<file path="config.mk">
export PLATFORM = sky130hd
export DESIGN_NAME = pll_core
export DESIGN_NICKNAME = d
export VERILOG_FILES = /design/src/logic/pll_pkg.sv /design/src/logic/pll_core.sv /design/src/logic/lock_detector.sv
export SDC_FILE = /design/constraint.sdc
export NUM_CORES = 1
export LEC_CHECK = 0
export BUFFER_PORTS_ARGS = -buffer_cell sky130_fd_sc_hd__buf_2
export CORE_ASPECT_RATIO = 0.5
export CORE_MARGIN = 3
export CORE_UTILIZATION = 40
export CTS_BUF_LIST = sky130_fd_sc_hd__clkbuf_8
export DETAILED_ROUTE_END_ITERATION = 10
export GPL_TIMING_DRIVEN = 0
export SYNTH_ARGS = -nofsm -noshare
export SYNTH_HDL_FRONTEND = slang
export SYNTH_HIERARCHICAL = 1
export SYNTH_SLANG_ARGS = --single-unit
</file>
<file path="constraint.sdc">
create_clock -name CORE_CLK -period 4.5 [get_ports CORE_CLK]
set_input_delay 0.9 -clock CORE_CLK [delete_from_list [all_inputs] [get_ports CORE_CLK]]
set_output_delay 0.9 -clock CORE_CLK [all_outputs]
set_load 0.01 [all_outputs]
</file>
<file path="src/logic/pll_pkg.sv">
// Constants, register map and carrier types of the synthesizer control core.
// Assumes a single 100 MHz core clock and synchronous pin inputs.
package pll_pkg;

    ////////////////////////////////////////////////////////////////////////
    // Timing
    localparam int CLK_PERIOD_NS = 10;
    localparam int ACQ_MAIN_NS = 10;
    localparam int HOLD_MAIN_NS = 20;
    localparam int ACQ_AUX_NS = 15;
    localparam int HOLD_AUX_NS = 30;
    // Windows are upper limits, so they round down, never below one cycle
    localparam logic [15:0] ACQ_MAIN_CYC = 16'((ACQ_MAIN_NS / CLK_PERIOD_NS)
        < 1 ? 1 : ACQ_MAIN_NS / CLK_PERIOD_NS);
    localparam logic [15:0] HOLD_MAIN_CYC = 16'((HOLD_MAIN_NS / CLK_PERIOD_NS)
        < 1 ? 1 : HOLD_MAIN_NS / CLK_PERIOD_NS);
    localparam logic [15:0] ACQ_AUX_CYC = 16'((ACQ_AUX_NS / CLK_PERIOD_NS)
        < 1 ? 1 : ACQ_AUX_NS / CLK_PERIOD_NS);
    localparam logic [15:0] HOLD_AUX_CYC = 16'((HOLD_AUX_NS / CLK_PERIOD_NS)
        < 1 ? 1 : HOLD_AUX_NS / CLK_PERIOD_NS);
    localparam logic [2:0] LOCK_CYCLES = 3'h5;
    localparam logic [1:0] LOCK_PRE_LAST = 2'h3;

    ////////////////////////////////////////////////////////////////////////
    // Register map (byte addresses)
    localparam logic [7:0] OFS_CTRL = 8'h00;
    localparam logic [7:0] OFS_MAIN_R = 8'h04;
    localparam logic [7:0] OFS_MAIN_N = 8'h08;
    localparam logic [7:0] OFS_AUX_R = 8'h0C;
    localparam logic [7:0] OFS_AUX_N = 8'h10;
    localparam logic [7:0] OFS_CP = 8'h14;
    localparam logic [7:0] OFS_STATUS = 8'h18;

    localparam int BUF_EN_BIT = 0;
    localparam int MAIN_PD_BIT = 1;
    localparam int AUX_PD_BIT = 2;
    localparam int AUTOPU_BIT = 3;
    localparam int LOCKDIV_BIT = 4;
    localparam int TSEL_LSB = 8;
    localparam int CP_NORM_LSB = 0;
    localparam int CP_FAST_LSB = 4;
    localparam int ST_MAIN_LOCK_BIT = 0;
    localparam int ST_AUX_LOCK_BIT = 1;
    localparam int ST_MAIN_PWR_BIT = 2;
    localparam int ST_AUX_PWR_BIT = 3;

    localparam logic [2:0] TSEL_LOW = 3'h0;
    localparam logic [2:0] TSEL_MAIN_LOCK = 3'h1;
    localparam logic [2:0] TSEL_AUX_LOCK = 3'h2;
    localparam logic [2:0] TSEL_BOTH_LOCK = 3'h3;

    // Reset values; index 0 of per-loop arrays is the main loop
    localparam logic [15:0] R_DIV_RESET = 16'h0001;
    localparam logic [15:0] N_DIV_RESET = 16'h0010;
    localparam logic [1:0][15:0] NDIV_MIN = {16'h0008, 16'h0010};
    localparam logic [3:0] CP_NORM_RESET = 4'h0;
    localparam logic [3:0] CP_FAST_RESET = 4'hF;

    ////////////////////////////////////////////////////////////////////////
    // Types
    typedef enum logic [1:0] {PFD_IDLE, PFD_UP, PFD_DN} pfd_state_t;

    typedef struct packed {
        logic [2:0] test_output_select;
        logic lock_compare_divide;
        logic auto_powerup_on_write;
        logic aux_loop_powerdown;
        logic main_loop_powerdown;
        logic buffer_output_enable_bit;
    } ctrl_t;

    typedef struct packed {
        logic [7:0] addr;
        logic [31:0] wdata;
        logic wr;
        logic rd;
    } reg_req_t;

    typedef struct packed {
        logic up;
        logic dn;
        logic oe_n;
    } cp_out_t;

    typedef struct packed {
        logic [2:0] count;
        logic [1:0] pre;
        logic locked;
    } lock_state_t;

endpackage

</file>
<file path="src/logic/pll_core.sv">
// Control core of a dual synthesizer: dividers, phase detectors, charge
// pump drive, power control, lock detection and the test output.
// Assumes synchronous pins and a plain register port from the host.
//
// Operation
// - Buffer output follows reference when enabled
// - Force pin keeps buffer output active
// - Reference divider makes comparison rate
// - Feedback divider, minimum value set by prescaler
// - Charge pump idle except error-width pulses
// - Aux current fixed, main sixteen steps
// - Main loop uses higher current while acquiring
// - Chip enable low powers both loops down
// - Enable high, bits clear: fully powered
// - Per-loop bit powers down its loop
// - Auto power-up on main divider write
// - Lock after five good consecutive comparisons
// - Locked: release when error exceeds hold
// - Windows 10/20 ns main, 15/30 aux
// - Powered-down loop forces lock output low
// - Optional divide-by-4 into lock detector
// - Combined lock low if either unlocked
//
// Local design decisions: the placing of the registers and strobed register access.
`timescale 1ns/1ns
module pll_core (
    input wire logic CORE_CLK,
    input wire logic RESET,
    input wire pll_pkg::reg_req_t REG_REQ,
    output logic [31:0] RDATA,
    input wire logic CE,
    input wire logic REF_IN,
    input wire logic BUFFER_FORCE_PIN,
    input wire logic [1:0] VCO_IN,
    output logic REFERENCE_BUFFER_OUTPUT,
    output pll_pkg::cp_out_t CP_MAIN,
    output pll_pkg::cp_out_t CP_AUX,
    output logic [3:0] CP_MAIN_CURRENT,
    output logic MAIN_POWERED,
    output logic AUX_POWERED,
    output logic TEST_LOCK_OUTPUT
);
    import pll_pkg::*;

    typedef struct packed {
        ctrl_t ctrl;
        logic [1:0][15:0] rdiv;
        logic [1:0][15:0] ndiv;
        logic [3:0] cp_norm;
        logic [3:0] cp_fast;
        logic [3:0] cp_cur;
        logic autopu;
        logic ref_prev;
        logic [1:0] vco_prev;
        logic [1:0][15:0] rcnt;
        logic [1:0][15:0] ncnt;
        pfd_state_t [1:0] pfd;
        logic [1:0][15:0] err;
        logic [1:0] meas;
        logic test_out;
        logic [31:0] rdata;
    } core_state_t;

    core_state_t s_reg;
    core_state_t s_next;
    logic [1:0] powered;
    logic [1:0] locked;
    logic [1:0] r_ev;
    logic [1:0] n_ev;
    logic [1:0][15:0] r_lim;
    logic [1:0][15:0] n_lim;
    logic ref_rise;
    logic autopu_set;
    logic wr_ctrl;

    ////////////////////////////////////////////////////////////////////////
    // Power and reference buffer; chip enable acts with no clock edge
    assign powered[0] = CE && (!s_reg.ctrl.main_loop_powerdown
        || s_reg.autopu);
    assign powered[1] = CE && !s_reg.ctrl.aux_loop_powerdown;
    assign MAIN_POWERED = powered[0];
    assign AUX_POWERED = powered[1];
    // A clock copy, so it cannot go through a flip-flop
    assign REFERENCE_BUFFER_OUTPUT = REF_IN
        && (s_reg.ctrl.buffer_output_enable_bit
        || BUFFER_FORCE_PIN);

    ////////////////////////////////////////////////////////////////////////
    // Dividers, phase detectors and registers
    always_comb begin
        s_next = s_reg;
        s_next.rdata = '0;
        s_next.meas = '0;
        s_next.ref_prev = REF_IN;
        s_next.vco_prev = VCO_IN;
        ref_rise = REF_IN && !s_reg.ref_prev;
        r_ev = '0;
        n_ev = '0;
        for (int i = 0; i < 2; i++) begin
            r_lim[i] = (s_reg.rdiv[i] == 16'h0000) ? 16'h0001 : s_reg.rdiv[i];
            // Prescaler cannot divide below its floor
            n_lim[i] = (s_reg.ndiv[i] < NDIV_MIN[i]) ? NDIV_MIN[i]
                : s_reg.ndiv[i];
            if (!powered[i]) begin
                s_next.rcnt[i] = '0;
                s_next.ncnt[i] = '0;
                s_next.pfd[i] = PFD_IDLE;
                s_next.err[i] = '0;
            end else begin
                if (ref_rise) begin
                    if (s_reg.rcnt[i] >= r_lim[i] - 16'h0001) begin
                        s_next.rcnt[i] = '0;
                        r_ev[i] = 1'b1;
                    end else begin
                        s_next.rcnt[i] = s_reg.rcnt[i] + 16'h0001;
                    end
                end
                if (VCO_IN[i] && !s_reg.vco_prev[i]) begin
                    if (s_reg.ncnt[i] >= n_lim[i] - 16'h0001) begin
                        s_next.ncnt[i] = '0;
                        n_ev[i] = 1'b1;
                    end else begin
                        s_next.ncnt[i] = s_reg.ncnt[i] + 16'h0001;
                    end
                end
                // Pulse width counts the phase error in core cycles
                case (s_reg.pfd[i])
                    PFD_IDLE: begin
                        if (r_ev[i] && n_ev[i]) begin
                            s_next.err[i] = '0;
                            s_next.meas[i] = 1'b1;
                        end else if (r_ev[i]) begin
                            s_next.pfd[i] = PFD_UP;
                            s_next.err[i] = 16'h0001;
                        end else if (n_ev[i]) begin
                            s_next.pfd[i] = PFD_DN;
                            s_next.err[i] = 16'h0001;
                        end
                    end
                    PFD_UP, PFD_DN: begin
                        if ((s_reg.pfd[i] == PFD_UP && n_ev[i])
                            || (s_reg.pfd[i] == PFD_DN && r_ev[i])) begin
                            s_next.pfd[i] = PFD_IDLE;
                            s_next.meas[i] = 1'b1;
                        end else if (s_reg.err[i] != 16'hFFFF) begin
                            s_next.err[i] = s_reg.err[i] + 16'h0001;
                        end
                    end
                    default: begin
                        s_next.pfd[i] = PFD_IDLE;
                    end
                endcase
            end
        end

        wr_ctrl = REG_REQ.wr && (REG_REQ.addr == OFS_CTRL);
        autopu_set = REG_REQ.wr && (REG_REQ.addr == OFS_MAIN_N) && CE
            && s_reg.ctrl.auto_powerup_on_write;
        if (REG_REQ.wr) begin
            case (REG_REQ.addr)
                OFS_CTRL: begin
                    s_next.ctrl.buffer_output_enable_bit =
                        REG_REQ.wdata[BUF_EN_BIT];
                    s_next.ctrl.main_loop_powerdown = REG_REQ.wdata[MAIN_PD_BIT];
                    s_next.ctrl.aux_loop_powerdown = REG_REQ.wdata[AUX_PD_BIT];
                    s_next.ctrl.auto_powerup_on_write =
                        REG_REQ.wdata[AUTOPU_BIT];
                    s_next.ctrl.lock_compare_divide = REG_REQ.wdata[LOCKDIV_BIT];
                    s_next.ctrl.test_output_select =
                        REG_REQ.wdata[TSEL_LSB +: 3];
                end
                OFS_MAIN_R: s_next.rdiv[0] = REG_REQ.wdata[15:0];
                OFS_MAIN_N: s_next.ndiv[0] = REG_REQ.wdata[15:0];
                OFS_AUX_R: s_next.rdiv[1] = REG_REQ.wdata[15:0];
                OFS_AUX_N: s_next.ndiv[1] = REG_REQ.wdata[15:0];
                OFS_CP: begin
                    s_next.cp_norm = REG_REQ.wdata[CP_NORM_LSB +: 4];
                    s_next.cp_fast = REG_REQ.wdata[CP_FAST_LSB +: 4];
                end
                default: begin
                end
            endcase
        end
        // A fresh control write hands power back to the power-down bit
        if (!CE || wr_ctrl) begin
            s_next.autopu = 1'b0;
        end
        if (autopu_set) begin
            s_next.autopu = 1'b1;
        end

        if (REG_REQ.rd) begin
            case (REG_REQ.addr)
                OFS_CTRL: begin
                    s_next.rdata[BUF_EN_BIT] =
                        s_reg.ctrl.buffer_output_enable_bit;
                    s_next.rdata[MAIN_PD_BIT] = s_reg.ctrl.main_loop_powerdown;
                    s_next.rdata[AUX_PD_BIT] = s_reg.ctrl.aux_loop_powerdown;
                    s_next.rdata[AUTOPU_BIT] = s_reg.ctrl.auto_powerup_on_write;
                    s_next.rdata[LOCKDIV_BIT] = s_reg.ctrl.lock_compare_divide;
                    s_next.rdata[TSEL_LSB +: 3] = s_reg.ctrl.test_output_select;
                end
                OFS_MAIN_R: s_next.rdata[15:0] = s_reg.rdiv[0];
                OFS_MAIN_N: s_next.rdata[15:0] = s_reg.ndiv[0];
                OFS_AUX_R: s_next.rdata[15:0] = s_reg.rdiv[1];
                OFS_AUX_N: s_next.rdata[15:0] = s_reg.ndiv[1];
                OFS_CP: begin
                    s_next.rdata[CP_NORM_LSB +: 4] = s_reg.cp_norm;
                    s_next.rdata[CP_FAST_LSB +: 4] = s_reg.cp_fast;
                end
                OFS_STATUS: begin
                    s_next.rdata[ST_MAIN_LOCK_BIT] = locked[0];
                    s_next.rdata[ST_AUX_LOCK_BIT] = locked[1];
                    s_next.rdata[ST_MAIN_PWR_BIT] = powered[0];
                    s_next.rdata[ST_AUX_PWR_BIT] = powered[1];
                end
                default: s_next.rdata = '0;
            endcase
        end

        // Fast-lock current until the main loop declares lock
        s_next.cp_cur = locked[0] ? s_reg.cp_norm : s_reg.cp_fast;

        case (s_reg.ctrl.test_output_select)
            TSEL_MAIN_LOCK: s_next.test_out = locked[0] && powered[0];
            TSEL_AUX_LOCK: s_next.test_out = locked[1] && powered[1];
            TSEL_BOTH_LOCK: s_next.test_out = &(locked & powered);
            default: s_next.test_out = 1'b0;
        endcase

        if (RESET) begin
            s_next = '0;
            s_next.rdiv = {R_DIV_RESET, R_DIV_RESET};
            s_next.ndiv = {N_DIV_RESET, N_DIV_RESET};
            s_next.cp_norm = CP_NORM_RESET;
            s_next.cp_fast = CP_FAST_RESET;
            s_next.cp_cur = CP_FAST_RESET;
            s_next.pfd = {PFD_IDLE, PFD_IDLE};
        end
    end

    always_ff @(posedge CORE_CLK) begin
        s_reg <= s_next;
    end

    ////////////////////////////////////////////////////////////////////////
    // Lock detectors, one per loop
    generate
        for (genvar g = 0; g < 2; g++) begin : g_lock
            lock_detector #(
                .ACQ_CYC(g == 0 ? ACQ_MAIN_CYC : ACQ_AUX_CYC),
                .HOLD_CYC(g == 0 ? HOLD_MAIN_CYC : HOLD_AUX_CYC)
            ) u_lock (
                .clk(CORE_CLK),
                .rst(RESET),
                .powered(powered[g]),
                .lock_compare_divide(s_reg.ctrl.lock_compare_divide),
                .meas_valid(s_reg.meas[g]),
                .err(s_reg.err[g]),
                .locked(locked[g])
            );
        end
    endgenerate

    ////////////////////////////////////////////////////////////////////////
    // Outputs; aux charge pump current is fixed, so it has no select
    // Power gates the pump at once; the detector state clears a cycle later
    assign CP_MAIN.up = powered[0] && (s_reg.pfd[0] == PFD_UP);
    assign CP_MAIN.dn = powered[0] && (s_reg.pfd[0] == PFD_DN);
    assign CP_MAIN.oe_n = !(CP_MAIN.up || CP_MAIN.dn);
    assign CP_AUX.up = powered[1] && (s_reg.pfd[1] == PFD_UP);
    assign CP_AUX.dn = powered[1] && (s_reg.pfd[1] == PFD_DN);
    assign CP_AUX.oe_n = !(CP_AUX.up || CP_AUX.dn);
    assign CP_MAIN_CURRENT = s_reg.cp_cur;
    assign TEST_LOCK_OUTPUT = s_reg.test_out;
    assign RDATA = s_reg.rdata;

    ////////////////////////////////////////////////////////////////////////
    // Checks
    a_buf_enable: assert property (@(posedge CORE_CLK) disable iff (RESET)
        s_reg.ctrl.buffer_output_enable_bit |-> REFERENCE_BUFFER_OUTPUT == REF_IN)
        else $error("buffer output not following reference");
    a_buf_force: assert property (@(posedge CORE_CLK) disable iff (RESET)
        BUFFER_FORCE_PIN |-> REFERENCE_BUFFER_OUTPUT == REF_IN)
        else $error("force pin did not enable buffer");
    a_ce_powerdown: assert property (@(posedge CORE_CLK) disable iff (RESET)
        !CE |-> !MAIN_POWERED && !AUX_POWERED ##1 !s_reg.autopu)
        else $error("powered while chip enable low");
    a_full_powerup: assert property (@(posedge CORE_CLK) disable iff (RESET)
        (CE && !s_reg.ctrl.main_loop_powerdown
        && !s_reg.ctrl.aux_loop_powerdown) |-> MAIN_POWERED && AUX_POWERED)
        else $error("not fully powered");
    a_aux_powerdown: assert property (@(posedge CORE_CLK) disable iff (RESET)
        s_reg.ctrl.aux_loop_powerdown |-> !AUX_POWERED && !CP_AUX.up
        && !CP_AUX.dn)
        else $error("aux loop active while powered down");
    a_auto_powerup: assert property (@(posedge CORE_CLK) disable iff (RESET)
        (REG_REQ.wr && REG_REQ.addr == OFS_MAIN_N && CE
        && s_reg.ctrl.auto_powerup_on_write) ##1 CE |-> MAIN_POWERED)
        else $error("main loop not powered after divider write");
    a_cp_current: assert property (@(posedge CORE_CLK) disable iff (RESET)
        ##1 CP_MAIN_CURRENT == ($past(locked[0]) ? $past(s_reg.cp_norm)
        : $past(s_reg.cp_fast)))
        else $error("wrong main charge pump current");
    a_cp_pulse: assert property (@(posedge CORE_CLK) disable iff (RESET)
        $rose(CP_MAIN.up) |-> $past(r_ev[0]) && !CP_MAIN.oe_n)
        else $error("charge pump pulse without reference event");
    a_lock_out_low: assert property (@(posedge CORE_CLK) disable iff (RESET)
        (s_reg.ctrl.test_output_select == TSEL_MAIN_LOCK && !powered[0])
        |=> !TEST_LOCK_OUTPUT)
        else $error("lock output high while loop powered down");
    a_both_lock: assert property (@(posedge CORE_CLK) disable iff (RESET)
        (s_reg.ctrl.test_output_select == TSEL_BOTH_LOCK
        && !(locked[0] && locked[1])) |=> !TEST_LOCK_OUTPUT)
        else $error("combined lock high with a loop unlocked");
endmodule

</file>
<file path="src/logic/lock_detector.sv">
// Digital lock detector for one loop, acquire and hold windows as parameters.
// Assumes one measurement pulse per comparison with the error in cycles.
`timescale 1ns/1ns
module lock_detector #(
    parameter logic [15:0] ACQ_CYC = 16'h0001,
    parameter logic [15:0] HOLD_CYC = 16'h0002
) (
    input wire logic clk,
    input wire logic rst,
    input wire logic powered,
    input wire logic lock_compare_divide,
    input wire logic meas_valid,
    input wire logic [15:0] err,
    output logic locked
);
    import pll_pkg::*;

    lock_state_t s_reg;
    lock_state_t s_next;
    logic take;

    always_comb begin
        s_next = s_reg;
        take = 1'b0;
        if (rst || !powered) begin
            s_next = '0;
        end else if (meas_valid) begin
            // Only one comparison in four counts when dividing
            take = !lock_compare_divide || (s_reg.pre == LOCK_PRE_LAST);
            s_next.pre = s_reg.pre + 2'h1;
            if (take) begin
                if (!s_reg.locked) begin
                    if (err < ACQ_CYC) begin
                        if (s_reg.count == LOCK_CYCLES - 3'h1) begin
                            s_next.locked = 1'b1;
                            s_next.count = '0;
                        end else begin
                            s_next.count = s_reg.count + 3'h1;
                        end
                    end else begin
                        s_next.count = '0;
                    end
                end else if (err > HOLD_CYC) begin
                    s_next.locked = 1'b0;
                end
            end
        end
    end

    always_ff @(posedge clk) begin
        s_reg <= s_next;
    end

    assign locked = s_reg.locked;

    a_lock_after_five: assert property (@(posedge clk) disable iff (rst)
        $rose(s_reg.locked) |-> $past(s_reg.count) == LOCK_CYCLES - 3'h1)
        else $error("lock rose without five good comparisons");
    a_unlock_hold_window: assert property (@(posedge clk) disable iff (rst)
        (powered && s_reg.locked && meas_valid && take && err > HOLD_CYC)
        |=> !s_reg.locked)
        else $error("lock held past hold window");
    a_count_restart: assert property (@(posedge clk) disable iff (rst)
        (!s_reg.locked && meas_valid && take && err >= ACQ_CYC)
        |=> s_reg.count == 3'h0 && !s_reg.locked)
        else $error("bad comparison did not restart count");
endmodule

</file>
Word level (Yosys, flattened, before mapping)

Cells that the tools add are included.

Bits in latches: 0
Memory bits (read-only): 0
Memories: 0
Logic and storage cells: 237
Output and inout port bits: 46
Input port bits: 49
Register bits: 235
Bits in writable memories: 0

Shift operators: 0
Reduce and logical (&&, ||, !) cells: 72
Muxes and demuxes: 69
$mul: 0
Magnitude comparators: 10
Bitwise gates (word level): 6
Eq/ne operators: 31
Div/mod/pow operators: 0
$add $sub $neg: 14

Operators with widths:

| cell                  | count |
|---|---|
| $mux 16               | 18 |
| $add 16x1->16 const B | 6 |
| $ge 16x16->1          | 4 |
| $pmux 16 s2           | 2 |
| $sub 16x1->16 const B | 4 |
| $gt 16x2->1 const B   | 2 |
| $logic_not 16->1      | 2 |
| $lt 16x1->1 const B   | 2 |
| $ne 16x16->1 const B  | 2 |
| $pmux 3 s5            | 2 |
| $pmux 4 s7            | 1 |
| $mux 1                | 26 |
| $eq 8x5->1 const B    | 3 |
| $logic_and 1x1->1     | 22 |
| $pmux 5 s4            | 1 |
| $reduce_and 2->1      | 9 |
| $eq 8x4->1 const B    | 2 |
| $lt 16x4->1 const B   | 1 |
| $lt 16x5->1 const B   | 1 |
| $mux 2                | 8 |
| $ne 2x2->1 const B    | 8 |
| $mux 3                | 4 |
| $reduce_and 3->1      | 4 |
| $logic_not 1->1       | 11 |
| other kinds (23)      | 57 |

Logic depth before layout (Yosys ltp)

Depth in word-level cells: 11
Mapped depth: 22
Depth with buffers taken out: 19

By module

The synthesis kept the hierarchy.

By module, submodules not included:

| module                            | cells an instance | seq. area each (µm²) | area each (µm²) | instances |
|---|---|---|---|---|
| pll_core                          | 1489              | 4144.0               | 11795.1         | 1 |
| lock_detector at g_lock[0].u_lock | 43                | 120.1                | 401.6           | 1 |
| lock_detector at g_lock[1].u_lock | 43                | 120.1                | 394.1           | 1 |

Worst setup path before layout

No wires, ideal clock.

Path kind: flip-flop to flip-flop
Start point: reg s_reg[158] (netlist bit)
End point: reg s_reg[43] (netlist bit)
Period minus slack after synthesis: 4.903 ns
Setup time: 0.146 ns
Data required time: 4.354 ns
Data arrival time: 4.757 ns
Buffers on the path: 2
Stages on the path, launching flop included: 22
Slack: -0.403 ns
Cell sequence: dfxtp_1 > clkbuf_1 > nor4_1 > nand3_1 > nand2_1 > ha_1 > nand3_1 > or3_1 > nor4_1 > nand2b_1 > nor4_1 > xnor2_1 > ha_1 > nand4_1 > nor2_1 > or4b_2 > nand3_1 > nand2_1 > a31o_2 > a22oi_1 > buf_2 > o221ai_1

Word-level cells in the longest chain between the ends: 11

Ends and longest elaborated chain:

| what                       | RTL line        | source |
|---|---|---|
| start, declared            | pll_core.sv:64  | `core_state_t s_reg;` |
| start signal, assigned     | pll_core.sv:243 | `s_reg <= s_next;` |
| $lt 16x5->1                | pll_core.sv:102 | `n_lim[i] = (s_reg.ndiv[i] < NDIV_MIN[i]) ? NDIV_MIN[i]` |
| $mux 16 (*)                | pll_core.sv:102 |  |
| $sub 16x1->16 (*)          | pll_core.sv:119 | `if (s_reg.ncnt[i] >= n_lim[i] - 16'h0001) begin` |
| $ge 16x16->1 (*)           | pll_core.sv:119 |  |
| $mux 1 (*)                 | pll_core.sv:119 |  |
| $mux 1 (*)                 | pll_core.sv:118 | `if (VCO_IN[i] && !s_reg.vco_prev[i]) begin` |
| $mux 1 (*)                 | pll_core.sv:104 | `if (!powered[i]) begin` |
| $logic_and 1x1->1          | pll_core.sv:141 | `if ((s_reg.pfd[i] == PFD_UP && n_ev[i])` |
| $logic_or 1x1->1           | pll_core.sv:142 | `\|\| (s_reg.pfd[i] == PFD_DN && r_ev[i])) begin` |
| $ne 2x2->1 (no line)       | n/a             |  |
| $reduce_and 4->1 (no line) | n/a             |  |

Every way passes the cells marked *; elsewhere a longest branch is shown, timed or not. The select of a mux whose other input is x is not followed.
A chain may end at the register's enable or synchronous reset.

Worst setup path in the final report

Start point: reg s_reg[161] (netlist bit)
End point: reg s_reg[47] (netlist bit)

The elaborated chain is that of the path after synthesis.

==> results_dict.tcl <==
set metrics [dict create \
    status "finished, violations left" \
    violations "negative setup slack" \
    synth-async-reset-ratio_pct 0 \
    period_share_pct 105 \
    hpwlAfterDp_um 25600 \
    final_cell_mix "nand2_1 (261), dfxtp_1 (205), nor2_1 (159)" \
    clock.fmax_ghz 0.212 \
    multi_input_area_sq_um 8130 \
    start_util_pct 41.1 \
    grt_pass1_vias 10366 \
    p_leak_nw 5.76 \
    fin_total_pwr_mw 4.08 \
    synthFlopType "dfxtp_1" \
    worst_slack_ns -0.208 \
    postCtsHoldBufs 0 \
    vias 11545 \
    largest_reg_flops 186 \
    htreeDepth 2 \
    worstHoldPathType "register to register" \
    io_pins 95 \
    post-route-min-period_ns 4.71 \
    cp-start-kind "register" \
    fp.dieW_um 257 \
    seq_area_frac_synth_pct 34.8 \
    cap_violations 0 \
    track_usage_pct 20.4 \
    synth-seq-cells 219 \
    first_iter_violations 802 \
    die_area_sq_um 33800 \
    critPathBufInv 1 \
    worstPathCellList "nor4_4 -> nand3_2 -> nand2_2 -> ha_4 -> nand3_2 -> or3_4 -> nor4_4 -> nand2b_1 -> nor4_2 -> xnor2_1 -> ha_1 -> nand4_1 -> nor2_2 -> or4b_4 -> nand3_4 -> nand2_4 -> a31o_4 -> a22oi_2 -> buf_4 -> o211ai_1" \
    overflow 0 \
    synth_edf_count 0 \
    relSlewSlack_pct 37.5 \
    clock_skew_ns 0.0389 \
    rsz0062_at_grt "true" \
    fin_nets 1866 \
    drtAntennaViolNets 0 \
    worstPathRequired_ns 4.93 \
    die_height_um 131 \
    syn-mean-instance-area_sq_um 7.99 \
    grt_start_max_net_pins 11 \
    areaGrowthSynthToFinish_pct 20.7 \
    yosysWarnings 6 \
    fillerInstances 2973 \
    critical_path_class "register to register" \
    antenna_found_initial 1 \
    drc_errors 0 \
    first_pass_iters 5 \
    numPortBuffers 58 \
    cts_tree "done" \
    register_area_sq_um 4410 \
    end_kind "register" \
    place_inst 2071 \
    fin_cells 2174 \
    clock_path_buffers 3 \
    maxSlewViolCount 0 \
    worst_pin_slew_ns 0.930 \
    cpPeakStageDelay_ns 0.48 \
    setup_viol_count_final 35 \
    cpMaxStageDelayCell "or4b_4" \
    grt_pass1_wl_um 56400 \
    cts_sinks 219 \
    clkLatencyLatePin_ns 0.57 \
    clk_pin_slew_ns 0.06 \
    core-area_sq_um 30600 \
    max-vdd-ir-drop_mv 0.158 \
    cts-root-buf "clkbuf_8" \
    cp_top_family "simple AND/OR/NAND/NOR gates" \
    wl_per_cell_um 16.6 \
    num_rows 45 \
    arrival_ns 5.14 \
    powerDensity_nw_per_um2 269 \
    cts_buffers 37 \
    drive_above_1_share_pct 19.0 \
    wirelength_um 36000 \
    diodes 0 \
    hold_violations 0 \
    syn_inst 1575 \
    path_max_fanout 5 \
    gp_congestion 0.896 \
    syn_area_sq_um 12600 \
    final_common_cell "nand2_1" \
    via_per_inst 5.31 \
    synth_cell_type_count 82 \
]
## worst reg2reg max path, stage by stage, from the launching register on
cell      delay (ns)
dfxtp_2         0.38
nor4_4          0.34
nand3_2         0.16
nand2_2         0.13
ha_4            0.17
nand3_2         0.07
or3_4           0.40
nor4_4          0.28
nand2b_1        0.12
nor4_2          0.30
xnor2_1         0.12
ha_1            0.31
nand4_1         0.14
nor2_2          0.15
or4b_4          0.48
nand3_4         0.12
nand2_4         0.09
a31o_4          0.28
a22oi_2         0.27
buf_4           0.20
o211ai_1        0.08
## what timing repair did
item / in CTS / in global routing
pin swaps: 36 / 49
buffers inserted: 19 / 28
gates cloned: 3 / 0
endpoints found under the setup margin: 96 / 87
resized for setup: 66 / 75
endpoints found under the hold margin: 0 / 0
## metal layers
layer | track usage, % | vias to the layer above | share of wire (%) | wire length (um)
met3 | 3.62 | 58 | 5.3 | 1920
met4 | 5.50 | 0 | 2.0 | 723
met2 | 31.9 | 305 | 44 | 15900
met1 | 29.0 | 5392 | 48 | 17400
met5 | 0 | - | 0 | 0
li1 | - | 5790 | - | -
## Yosys cell counts, types with 4 or more instances
master    instances  area [sq um]
a211o_1           6          52.6
a21o_1            4          30.0
a21oi_1         128           641
a221oi_1         14           123
a222oi_1          7          70.1
a22oi_1           5          37.5
a31oi_1          16           100
a32oi_1           5          43.8
and2_1           15          93.8
and3_1           24           150
and4_1            7          61.3
buf_2             8          40.0
buf_4            37           278
clkbuf_1         46           173
dfxtp_1         219          4380
ha_1             88          1100
inv_1            47           176
mux2i_1          19           190
nand2_1         271          1020
nand2b_1         16           100
nand3_1          68           340
nand3b_1         15           113
nand4_1          20           125
nor2_1          161           604
nor2b_1          22           138
nor3_1           21           105
nor3b_1           4          30.0
nor4_1           18           113
o211ai_1         21           158
o21ai_0          33           165
o31ai_1          11          82.6
or3_1            10          62.6
or4_1             8          60.1
xnor2_1          64           561
xor2_1           41           359
## report_power, final
group / internal, mW / total (mW) / switching [mW]
clock network: 1.02 / 1.87 / 0.852
registers: 1.94 / 1.95 / 0.00872
logic: 0.0954 / 0.261 / 0.166
total: 3.06 / 4.08 / 1.03
## worst paths after layout
kind,startpoint,endpoint,slack (ns),cells after the start
worst max-delay path,s_reg[161],s_reg[47],-0.21,20
worst min-delay path,g_lock[0].u_lock/s_reg[4],g_lock[0].u_lock/s_reg[4],0.48,2
worst max register to register,s_reg[161],s_reg[47],-0.21,20
worst min register to register,g_lock[0].u_lock/s_reg[4],g_lock[0].u_lock/s_reg[4],0.48,2
## kinds of logic after synthesis
family	Yosys count	share of synthesized area, %
and+or+nand+nor	712	27.4
AOI/OAI and AO/OA	283	14.4
DFF	219	34.8
buffers and inverters	145	5.57
xor gates and xnor gates	105	7.30
adders and majority gates	88	8.74
muxes	22	1.78
other	1	0.0298
## per-stage QoR
step	hold WS (ns)	setup TNS [ns]	instance area [sq um]	utilization (%)	worst slack, ns
finish	0.476	-4.23	15200	49.6	-0.208
global placement	0.463	-52.94	13600	44.2	-0.875
global route	0.496	-13.86	15200	49.6	-0.431
detailed placement	0.467	-54.97	13600	44.2	-0.902
floorplan	0.423	0	12700	-	0.0193
CTS	0.476	-3.05	14700	48.0	-0.212
## final cells by class
| type | instances | area share, % |
|---|---|---|
| inverters | 49 | 1.21 |
| multi-input cells | 1227 | 53.5 |
| clock buffers | 45 | 4.07 |
| flip-flops and latches | 219 | 29.0 |
| repair buffers | 107 | 4.50 |
| clock inverters | 16 | 0.856 |
| plain buffers | 88 | 3.36 |
| well taps | 423 | 3.48 |
(Power assumes the default switching activity.)
